--- config.mk ---
export PLATFORM = sky130hd
export DESIGN_NAME = output_watchdog
export DESIGN_NICKNAME = d
export VERILOG_FILES = /design/src/design/wdog_pkg.sv /design/src/design/ms_tick.sv /design/src/design/output_watchdog.sv
export SDC_FILE = /design/constraint.sdc
export NUM_CORES = 1
export LEC_CHECK = 0
export BUFFER_PORTS_ARGS = -buffer_cell sky130_fd_sc_hd__buf_2
export CAP_MARGIN = 10
export CELL_PAD_IN_SITES_DETAIL_PLACEMENT = 0
export CELL_PAD_IN_SITES_GLOBAL_PLACEMENT = 1
export CORE_ASPECT_RATIO = 0.8
export CORE_MARGIN = 2
export CORE_UTILIZATION = 30
export DETAILED_ROUTE_END_ITERATION = 8
export GPL_TIMING_DRIVEN = 1
export PLACE_DENSITY = 0.7
export SETUP_SLACK_MARGIN = 0.3
export SKIP_CTS_REPAIR_TIMING = 1
export SYNTH_ARGS = -nofsm -noshare
export SYNTH_HDL_FRONTEND = slang
export SYNTH_SLANG_ARGS = --single-unit
--- constraint.sdc ---
create_clock -name clock -period 3.39 [get_ports clock]
set_clock_uncertainty 0.05 [all_clocks]
set_input_delay 0.678 -clock clock [delete_from_list [all_inputs] [get_ports clock]]
set_output_delay 0.678 -clock clock [all_outputs]
set_load 0.01 [all_outputs]
--- src/design/wdog_pkg.sv ---
// Package: constants, states and carrier structs for the output watchdog block.
// Assumes a 200 MHz clock and a synchronous active-high reset.
package wdog_pkg;
  localparam int unsigned clock_hz = 200000000;
  localparam int unsigned tick_ms = 1;
  localparam int unsigned tick_cycles = clock_hz / 1000 * tick_ms;
  localparam int unsigned flash_half_ms = 500;
  localparam logic [15:0] timeout_reset = 16'h0000;
  localparam logic [15:0] timeout_min_ms = 16'h00c8;
  localparam logic [15:0] timeout_max_ms = 16'hfde8;
  localparam logic [1:0] subst_low = 2'h0;
  localparam logic [1:0] subst_high = 2'h1;
  localparam logic [1:0] subst_hold = 2'h2;
  localparam logic [7:0] sw_remote = 8'h00;
  localparam logic [7:0] sw_manual_last = 8'h50;
  localparam logic [7:0] sw_dhcp_first = 8'h51;
  localparam logic [7:0] sw_dhcp_last = 8'hff;
  localparam logic [7:0] sw_static = 8'h0a;
  localparam logic [7:0] sw_ip_reset = 8'h0e;
  localparam logic [7:0] sw_factory = 8'h0f;
  localparam int unsigned out_count = 4;
  localparam int unsigned in_count = 8;
  localparam int unsigned port_count = 2;

  // Two-bit colour code for a bicolour indicator
  localparam logic [1:0] led_off = 2'h0;
  localparam logic [1:0] led_green = 2'h1;
  localparam logic [1:0] led_yellow = 2'h2;
  localparam logic [1:0] led_red = 2'h3;

  typedef enum logic [2:0] {
    wd_idle = 3'b001,
    wd_armed = 3'b010,
    wd_run = 3'b100
  } wd_state_type;

  typedef struct packed {
    logic ready;
    logic fw_update;
    logic supply_fault;
    logic temp_fault;
    logic sensor_present;
    logic sensor_overload;
    logic actuator_present;
    logic addr_request;
    logic addr_invalid;
    logic addr_conflict;
    logic conn_possible;
    logic conn_open;
  } device_status_type;

  typedef struct packed {
    logic [1:0] ready_led;
    logic [1:0] net_led;
    logic [1:0] sensor_supply_indicator;
    logic actuator_supply_indicator;
    logic [port_count-1:0] port_link_indicator;
    logic [port_count-1:0] port_activity_indicator;
    logic [in_count-1:0] in_led;
    logic [2*out_count-1:0] out_led;
  } led_type;
endpackage

--- src/design/ms_tick.sv ---
// Prescaler: one-cycle pulse every millisecond, plus a slow flash phase.
// Assumes the 200 MHz system clock.
`timescale 1ns/1ps
module ms_tick (
  input wire logic clock, // System clock
  input wire logic reset, // Synchronous reset, high
  output logic tick, // One-cycle millisecond pulse
  output logic flash // Indicator flash phase
);
  typedef struct packed {
    logic [17:0] div;
    logic [9:0] ms;
    logic tick;
    logic flash;
  } tick_state_type;

  tick_state_type state_reg, state_next;

  always_comb begin
    state_next = state_reg;
    state_next.tick = 1'b0;
    if (state_reg.div == 18'(wdog_pkg::tick_cycles - 1)) begin
      state_next.div = '0;
      state_next.tick = 1'b1;
      if (state_reg.ms == 10'(wdog_pkg::flash_half_ms - 1)) begin
        state_next.ms = '0;
        state_next.flash = ~state_reg.flash;
      end else begin
        state_next.ms = state_reg.ms + 10'h001;
      end
    end else begin
      state_next.div = state_reg.div + 18'h00001;
    end
  end

  always_ff @(posedge clock) begin
    if (reset) begin
      state_reg <= '0;
    end else begin
      state_reg <= state_next;
    end
  end

  assign tick = state_reg.tick;
  assign flash = state_reg.flash;
endmodule

--- src/design/output_watchdog.sv ---
// Output process data watchdog, substitute values and status indicators.
// Assumes a network core that signals output writes, reads and link events.
//
// Our own choices: the placing of the registers and the address-and-strobe port.
`timescale 1ns/1ps
module output_watchdog (
  input wire logic clock, // System clock, 200 MHz
  input wire logic reset, // Synchronous reset, high
  input wire logic [7:0] switch_code, // Rotary switch code, two digits
  input wire logic factory_done, // Settings restore finished
  input wire logic cfg_write, // Configuration write strobe
  input wire logic [1:0] cfg_addr, // 0 timeout, 1 substitute, 2 command
  input wire logic [15:0] cfg_data, // Configuration write data
  input wire logic cfg_read, // Configuration read strobe
  output logic [15:0] cfg_rdata, // Read data, one cycle later
  input wire logic auto_ack, // High selects automatic acknowledge
  input wire logic out_write, // Output process data write pulse
  input wire logic [3:0] out_data, // Output process data
  input wire logic out_read, // Any process data read pulse
  input wire logic conn_timeout, // Connection monitor expired pulse
  input wire logic addr_write_req, // Remote tool address change request
  input wire logic [3:0] out_fault, // Output short or overload
  input wire logic [7:0] in_state, // Input levels
  input wire logic [1:0] port_link, // Link present per port
  input wire logic [1:0] port_activity, // Traffic per port
  input wire wdog_pkg::device_status_type status, // Device condition flags
  output logic [3:0] out_drive, // Physical output drive
  output logic net_fail, // Network fail state
  output logic conn_allow, // Connections permitted
  output logic addr_clear, // Clear stored address and mask
  output logic settings_restore, // Restore all settings to default
  output logic request_addressing, // Enable request-based addressing
  output logic addr_write_allow, // Remote address change accepted
  output logic keep_settings, // Keep previous settings
  output wdog_pkg::led_type leds // Indicator drive
);
  localparam logic [1:0] cfg_timeout = 2'h0;
  localparam logic [1:0] cfg_subst = 2'h1;
  localparam logic [1:0] cfg_command = 2'h2;
  localparam logic [1:0] cfg_status = 2'h3;
  localparam logic [15:0] cmd_ack = 16'h0001;
  localparam logic [3:0] digit_max = 4'h9;

  typedef struct packed {
    wdog_pkg::wd_state_type wd;
    logic [15:0] timeout;
    logic [15:0] count;
    logic [1:0] subst;
    logic fail;
    logic [3:0] stored;
    logic [3:0] drive;
    logic [15:0] rdata;
    logic [1:0] mode;
    logic mode_taken;
    wdog_pkg::led_type leds;
  } state_type;

  // Mode of the switch caught after reset
  localparam logic [1:0] mode_normal = 2'h0;
  localparam logic [1:0] mode_ip_reset = 2'h1;
  localparam logic [1:0] mode_factory = 2'h2;
  localparam logic [1:0] mode_reserved = 2'h3;

  state_type state_reg, state_next;
  logic tick;
  logic flash;
  logic static_mode_reg;

  ms_tick tick_gen (
    .clock(clock),
    .reset(reset),
    .tick(tick),
    .flash(flash)
  );

  function automatic logic timeout_valid(input logic [15:0] value);
    timeout_valid = (value == wdog_pkg::timeout_reset) ||
      ((value >= wdog_pkg::timeout_min_ms) && (value <= wdog_pkg::timeout_max_ms));
  endfunction

  // Second switch digit above 9 is only legal at the special positions
  function automatic logic digit_ok(input logic [7:0] code);
    digit_ok = code[3:0] <= digit_max;
  endfunction

  function automatic logic [1:0] decode_switch(input logic [7:0] code);
    logic manual;
    logic dhcp;
    manual = digit_ok(code) && (code <= wdog_pkg::sw_manual_last);
    dhcp = digit_ok(code) && (code >= wdog_pkg::sw_dhcp_first) &&
      (code <= wdog_pkg::sw_dhcp_last);
    if (code == wdog_pkg::sw_ip_reset) begin
      decode_switch = mode_ip_reset;
    end else if (code == wdog_pkg::sw_factory) begin
      decode_switch = mode_factory;
    end else if (manual || dhcp || (code == wdog_pkg::sw_static)) begin
      decode_switch = mode_normal;
    end else begin
      // Anything else is reserved: keep old settings, flag it
      decode_switch = mode_reserved;
    end
  endfunction

  function automatic logic [3:0] substitute(input logic [1:0] code, input logic [3:0] last);
    case (code)
      wdog_pkg::subst_low: substitute = '0;
      wdog_pkg::subst_high: substitute = '1;
      wdog_pkg::subst_hold: substitute = last;
      default: substitute = '0;
    endcase
  endfunction

  function automatic logic [1:0] blink(input logic [1:0] colour, input logic phase);
    blink = phase ? colour : wdog_pkg::led_off;
  endfunction

  logic expire;
  logic ack_cmd;
  logic clear_fail;

  always_comb begin
    state_next = state_reg;
    state_next.rdata = '0;
    ack_cmd = cfg_write && (cfg_addr == cfg_command) && (cfg_data == cmd_ack);

    // Switch position sampled once, after reset release
    if (!state_reg.mode_taken) begin
      state_next.mode = decode_switch(switch_code);
      state_next.mode_taken = 1'b1;
    end

    if (cfg_write && cfg_addr == cfg_timeout && timeout_valid(cfg_data)) begin
      // Watchdog cannot be stopped once running; zero only accepted when idle
      if (state_reg.wd == wdog_pkg::wd_idle || cfg_data != wdog_pkg::timeout_reset) begin
        state_next.timeout = cfg_data;
      end
    end
    if (cfg_write && cfg_addr == cfg_subst && cfg_data[15:2] == '0 &&
        cfg_data[1:0] != 2'h3) begin
      state_next.subst = cfg_data[1:0];
    end
    if (cfg_read) begin
      case (cfg_addr)
        cfg_timeout: state_next.rdata = state_reg.timeout;
        cfg_subst: state_next.rdata = {14'h0000, state_reg.subst};
        cfg_status: state_next.rdata = {14'h0000, state_reg.fail, 1'b0};
        default: state_next.rdata = '0;
      endcase
    end

    // Watchdog; reads are not looked at here at all
    expire = 1'b0;
    case (state_reg.wd)
      wdog_pkg::wd_idle: begin
        state_next.count = '0;
        if (state_reg.timeout != wdog_pkg::timeout_reset) begin
          state_next.wd = wdog_pkg::wd_armed;
        end
      end
      wdog_pkg::wd_armed: begin
        if (out_write) begin
          state_next.wd = wdog_pkg::wd_run;
          state_next.count = '0;
        end
      end
      wdog_pkg::wd_run: begin
        if (out_write) begin
          state_next.count = '0;
        end else if (tick) begin
          if (state_reg.count + 16'h0001 >= state_reg.timeout) begin
            expire = 1'b1;
            state_next.count = '0;
            state_next.wd = wdog_pkg::wd_armed;
          end else begin
            state_next.count = state_reg.count + 16'h0001;
          end
        end
      end
      default: state_next.wd = wdog_pkg::wd_idle;
    endcase

    if (out_write) begin
      state_next.stored = out_data;
    end

    // Acknowledge; a new fault in the same cycle wins
    clear_fail = state_reg.fail && ((auto_ack && out_write) || (!auto_ack && ack_cmd));
    if (expire || conn_timeout) begin
      state_next.fail = 1'b1;
    end else if (clear_fail) begin
      state_next.fail = 1'b0;
      if (state_reg.timeout != wdog_pkg::timeout_reset) begin
        state_next.wd = wdog_pkg::wd_run;
        state_next.count = '0;
      end
    end

    if (state_next.fail) begin
      if (!state_reg.fail) begin
        state_next.drive = substitute(state_reg.subst, state_reg.drive);
      end
    end else begin
      state_next.drive = state_next.stored;
    end

    // Ready indicator
    if (!status.ready) begin
      state_next.leds.ready_led = wdog_pkg::led_off;
    end else if (state_reg.mode == mode_reserved) begin
      state_next.leds.ready_led = wdog_pkg::led_red;
    end else if (state_reg.mode == mode_factory && !factory_done) begin
      state_next.leds.ready_led = wdog_pkg::led_off;
    end else if (status.supply_fault || status.temp_fault || status.sensor_overload ||
                 !status.actuator_present) begin
      state_next.leds.ready_led = flash ? wdog_pkg::led_green : wdog_pkg::led_yellow;
    end else if (status.fw_update) begin
      state_next.leds.ready_led = blink(wdog_pkg::led_green, flash);
    end else begin
      state_next.leds.ready_led = wdog_pkg::led_green;
    end

    // Network indicator, blank when not ready, then fail first
    if (!status.ready) begin
      state_next.leds.net_led = wdog_pkg::led_off;
    end else if (state_next.fail) begin
      state_next.leds.net_led = wdog_pkg::led_red;
    end else if (state_reg.mode == mode_ip_reset) begin
      state_next.leds.net_led = wdog_pkg::led_yellow;
    end else if (status.addr_conflict) begin
      state_next.leds.net_led = blink(wdog_pkg::led_red, flash);
    end else if (status.addr_invalid) begin
      state_next.leds.net_led = wdog_pkg::led_yellow;
    end else if (status.addr_request) begin
      state_next.leds.net_led = blink(wdog_pkg::led_yellow, flash);
    end else if (status.conn_open) begin
      state_next.leds.net_led = wdog_pkg::led_green;
    end else if (status.conn_possible) begin
      state_next.leds.net_led = blink(wdog_pkg::led_green, flash);
    end else begin
      state_next.leds.net_led = wdog_pkg::led_off;
    end

    if (status.sensor_overload) begin
      state_next.leds.sensor_supply_indicator = wdog_pkg::led_red;
    end else if (status.sensor_present) begin
      state_next.leds.sensor_supply_indicator = wdog_pkg::led_green;
    end else begin
      state_next.leds.sensor_supply_indicator = wdog_pkg::led_off;
    end
    state_next.leds.actuator_supply_indicator = status.actuator_present;
    state_next.leds.port_link_indicator = port_link;
    state_next.leds.port_activity_indicator = port_activity;
    // Index is byte*8+bit, so channel 0.n sits at bit n
    state_next.leds.in_led = in_state;
    for (int i = 0; i < wdog_pkg::out_count; i++) begin
      if (out_fault[i]) begin
        state_next.leds.out_led[2*i +: 2] = wdog_pkg::led_red;
      end else if (state_next.drive[i]) begin
        state_next.leds.out_led[2*i +: 2] = wdog_pkg::led_yellow;
      end else begin
        state_next.leds.out_led[2*i +: 2] = wdog_pkg::led_off;
      end
    end
  end

  always_ff @(posedge clock) begin
    if (reset) begin
      state_reg <= '0;
      state_reg.wd <= wdog_pkg::wd_idle;
      state_reg.timeout <= wdog_pkg::timeout_reset;
    end else begin
      state_reg <= state_next;
    end
  end

  // Static position caught once after reset; no async capture of the switch
  always_ff @(posedge clock) begin
    if (reset) begin
      static_mode_reg <= 1'b0;
    end else if (!state_reg.mode_taken) begin
      static_mode_reg <= (switch_code == wdog_pkg::sw_static);
    end
  end

  assign out_drive = state_reg.drive;
  assign net_fail = state_reg.fail;
  assign cfg_rdata = state_reg.rdata;
  assign leds = state_reg.leds;
  // Connections refused until the switch has been read, and in 0E/0F
  assign conn_allow = state_reg.mode_taken && (state_reg.mode == mode_normal ||
    state_reg.mode == mode_reserved);
  assign addr_clear = state_reg.mode_taken && (state_reg.mode == mode_ip_reset ||
    state_reg.mode == mode_factory);
  assign settings_restore = state_reg.mode_taken && state_reg.mode == mode_factory;
  assign request_addressing = state_reg.mode_taken && state_reg.mode != mode_reserved &&
    (state_reg.mode != mode_normal || switch_code == wdog_pkg::sw_remote);
  assign keep_settings = state_reg.mode_taken && state_reg.mode == mode_reserved;
  assign addr_write_allow = addr_write_req && state_reg.mode_taken && !static_mode_reg;
endmodule

==> results.sh <==
export IMPL_numCtsBuffers=17
export IMPL_slew_viol_final=0
export IMPL_wire_per_inst_um=14.3
export IMPL_synth_area_per_cell_um2=8.96
export IMPL_drive_gt1_share_pct=28.7
export IMPL_yosys_register_bits=123
export IMPL_crit_slowest_cell="dfxtp_4"
export IMPL_clk_pin_slew_ns=0.06
export IMPL_relSlewSlack_pct=57.1
export IMPL_synthFlopType="dfxtp_1"
export IMPL_fin_crit_ns=3.26
export IMPL_p_per_area_nw_per_um2=539
export IMPL_whs_ns=0.407
export IMPL_arrival_ns=3.51
export IMPL_dp_hpwl_um=10200
export IMPL_dp_slack_ns=-0.0101
export IMPL_synth_adder_area_share_pct=5.41
export IMPL_clk_path_buf_depth=2
export IMPL_portBuffers=120
export IMPL_dr_total_vias=4700
export IMPL_cp_max_fo=8
export IMPL_cp_required_ns=3.65
export IMPL_rows=45
export IMPL_cts_max_level=4
export IMPL_path_buf_inv=4
export IMPL_core_area_um2=18900
export IMPL_firstDrtPassIters=4
export IMPL_synth_edff_count=0
export IMPL_nets=839
export IMPL_yosys_warnings=0
export IMPL_tritoncts="yes"
export IMPL_detail_route_wirelength_um=14600
export IMPL_grt_ovfl_total=0
export IMPL_drt_iter0_drc=251
export IMPL_yosys_area_share_simple_pct=23.1
export IMPL_finalHoldViolations=0
export IMPL_synth_top_cell_area_share_pct=42.6
export IMPL_ys_types=57
export IMPL_root_buffer="clkbuf_16"
export IMPL_synthTopCellsByCount="123 x dfxtp_1, 88 x nor2_1, 48 x buf_4, 33 x a21oi_1, 33 x nand2_1"
export IMPL_worst_path_largest_cell_delay_ns=0.36
export IMPL_diodes=0
export IMPL_post_drt_via_cell_ratio=4.62
export IMPL_ys_seq_area_share_pct=42.6
export IMPL_finish_instance_area_um2=7420
export IMPL_drc=0
export IMPL_setup_viol=0
export IMPL_cp_cell_sequence="ha_4, and3_4, and3_4, buf_4, xor2_2, ha_1, nand2_2, or3_1, o221ai_2, a2111o_1, buf_6, nand2_4, buf_4, a22oi_2, buf_6, a2bb2oi_1"
export IMPL_worst_pin_slew_ns=0.641
export IMPL_placed_area_um2=6430
export IMPL_antenna_left=0
export IMPL_muxShareOfSynthArea_pct=4.35
export IMPL_synth_top_family_by_area="simple AND/OR/NAND/NOR gates"
export IMPL_grt_pass1_wl_um=22900
export IMPL_leakage_nw=3.17
export IMPL_maxCapViolations=0
export IMPL_clock_latency_ns=0.42
export IMPL_startpoint_type="flip-flop"
export IMPL_grt_pass1_vias=4495
export IMPL_synthCells=645
export IMPL_synth_compound_area_share_pct=9.51
export IMPL_hp_class="flip-flop to flip-flop"
export IMPL_fin_ws_ns=0.133
export IMPL_initial_core_util_pct=30.5
export IMPL_die_w_um=159
export IMPL_utilization_pct=39.2
export IMPL_post_route_period_util_pct=96.1
export IMPL_min_path_cells=1
export IMPL_cp_top_family="compound AO/OA/AOI/OAI gates"
export IMPL_ys_async_sr_fraction_pct=0
export IMPL_synth_most_common_cell="dfxtp_1"
export IMPL_yosys_top_cells_area="dfxtp_1 43%, buf_4 6.2%, nor2_1 5.7%, ha_1 5.4%, mux2i_1 4.2%"
export IMPL_largest_reg_flops=44
export IMPL_synth_xor_area_share_pct=5.61
export IMPL_io_pins=122
export IMPL_crit_cells=16
export IMPL_clock_fmax_mhz=307
export IMPL_synth_top_area_cell="dfxtp_1"
export IMPL_rr_worst_depth=16
export IMPL_areaGrowthSynthToFinish_pct=28.4
export IMPL_rsz0062_at_grt="yes"
export IMPL_die_h_um=128
export IMPL_antenna_found_initial=0
export IMPL_dieArea_um2=20400
export IMPL_synth_area_um2=5780
export IMPL_cts_sinks=123
export IMPL_peakVddDrop_v=0.000262
export IMPL_place_congestion=0.775
export IMPL_nFillCells=1906
export IMPL_outcome="finished clean"
export IMPL_grt_use_total_pct=14.3
export IMPL_critPathCaptureType="flip-flop"
export IMPL_grt_start_max_net_pins=36
export IMPL_worstSetupPathType="flip-flop to flip-flop"
export IMPL_synth_nets=738
## kinds of logic after synthesis
kind of cell	count (synthesis)
AO/OA/AOI/OAI	84
XOR/XNOR	37
adder cells (fa/ha/maj)	25
buffers and inverters	94
flip-flops	123
multiplexers	25
AND/OR/NAND/NOR	257
## metrics by stage
step	setup TNS, ns	cells	power (mW)
floorplan	0	645	1.77
global placement	0	974	1.90
detailed placement	-0.0101	974	1.90
CTS	-0.132	1006	4.01
global route	0	1017	4.16
finish	0	1017	4.00
## layout by cell type (no fill, tap or decap), drive strengths merged, types with 6 or more instances in the layout
cell	count
bufinv	6
mux2i	24
nand3	20
and3	19
a21o	6
a22oi	17
a21oi	33
or3	6
nor4	25
nor2b	24
ha	25
nand4	11
clkbuf	21
buf	146
dfxtp	123
and2	6
xnor2	12
o21ai	8
nand2	33
inv	28
xor2	25
nor2	89
## worst register-to-register path, cell delays in order (launching register included)
cell and delay [ns]:
dfxtp_4 0.36, ha_4 0.16, and3_4 0.17, and3_4 0.18, buf_4 0.14, xor2_2 0.15, ha_1 0.29, nand2_2 0.05
or3_1 0.33, o221ai_2 0.22, a2111o_1 0.32, buf_6 0.14, nand2_4 0.05, buf_4 0.14, a22oi_2 0.18, buf_6 0.15
a2bb2oi_1 0.07
## where the power goes
group	total (mW)	internal, mW	leakage, nW	switching (mW)
clock	2.09	1.40	0.323	0.693
sequential	1.52	1.49	1.00	0.0310
combinational	0.378	0.167	1.84	0.211
## per-layer routing
layer / GRT usage, % / up-vias / wire, µm
met5: 0 / - / 0
met2: 22.9 / 108 / 6620
met3: 4.01 / 14 / 738
met4: 5.03 / 0 / 129
li1: - / 2401 / -
met1: 18.6 / 2177 / 7070
## path summary, 6_finish.rpt
path                     startpoint                endpoint  slack, ns
max                   state_reg[57]            out_drive[2]       0.13
min          tick_gen.state_reg[12]  tick_gen.state_reg[12]       0.41
max reg2reg           state_reg[57]            out_drive[2]       0.13
min reg2reg  tick_gen.state_reg[12]  tick_gen.state_reg[12]       0.41
## area by class of cell
cell class / instances / area, µm² / share of cell area [%]
Clock buffer: 18 / 439 / 5.92
Multi-Input combinational cell: 428 / 2920 / 39.4
Sequential cell: 123 / 2470 / 33.3
Clock inverter: 14 / 243 / 3.27
Tap cell: 258 / 323 / 4.35
Timing Repair Buffer: 149 / 920 / 12.4
Inverter: 27 / 101 / 1.37
(Power assumes the default switching activity.)
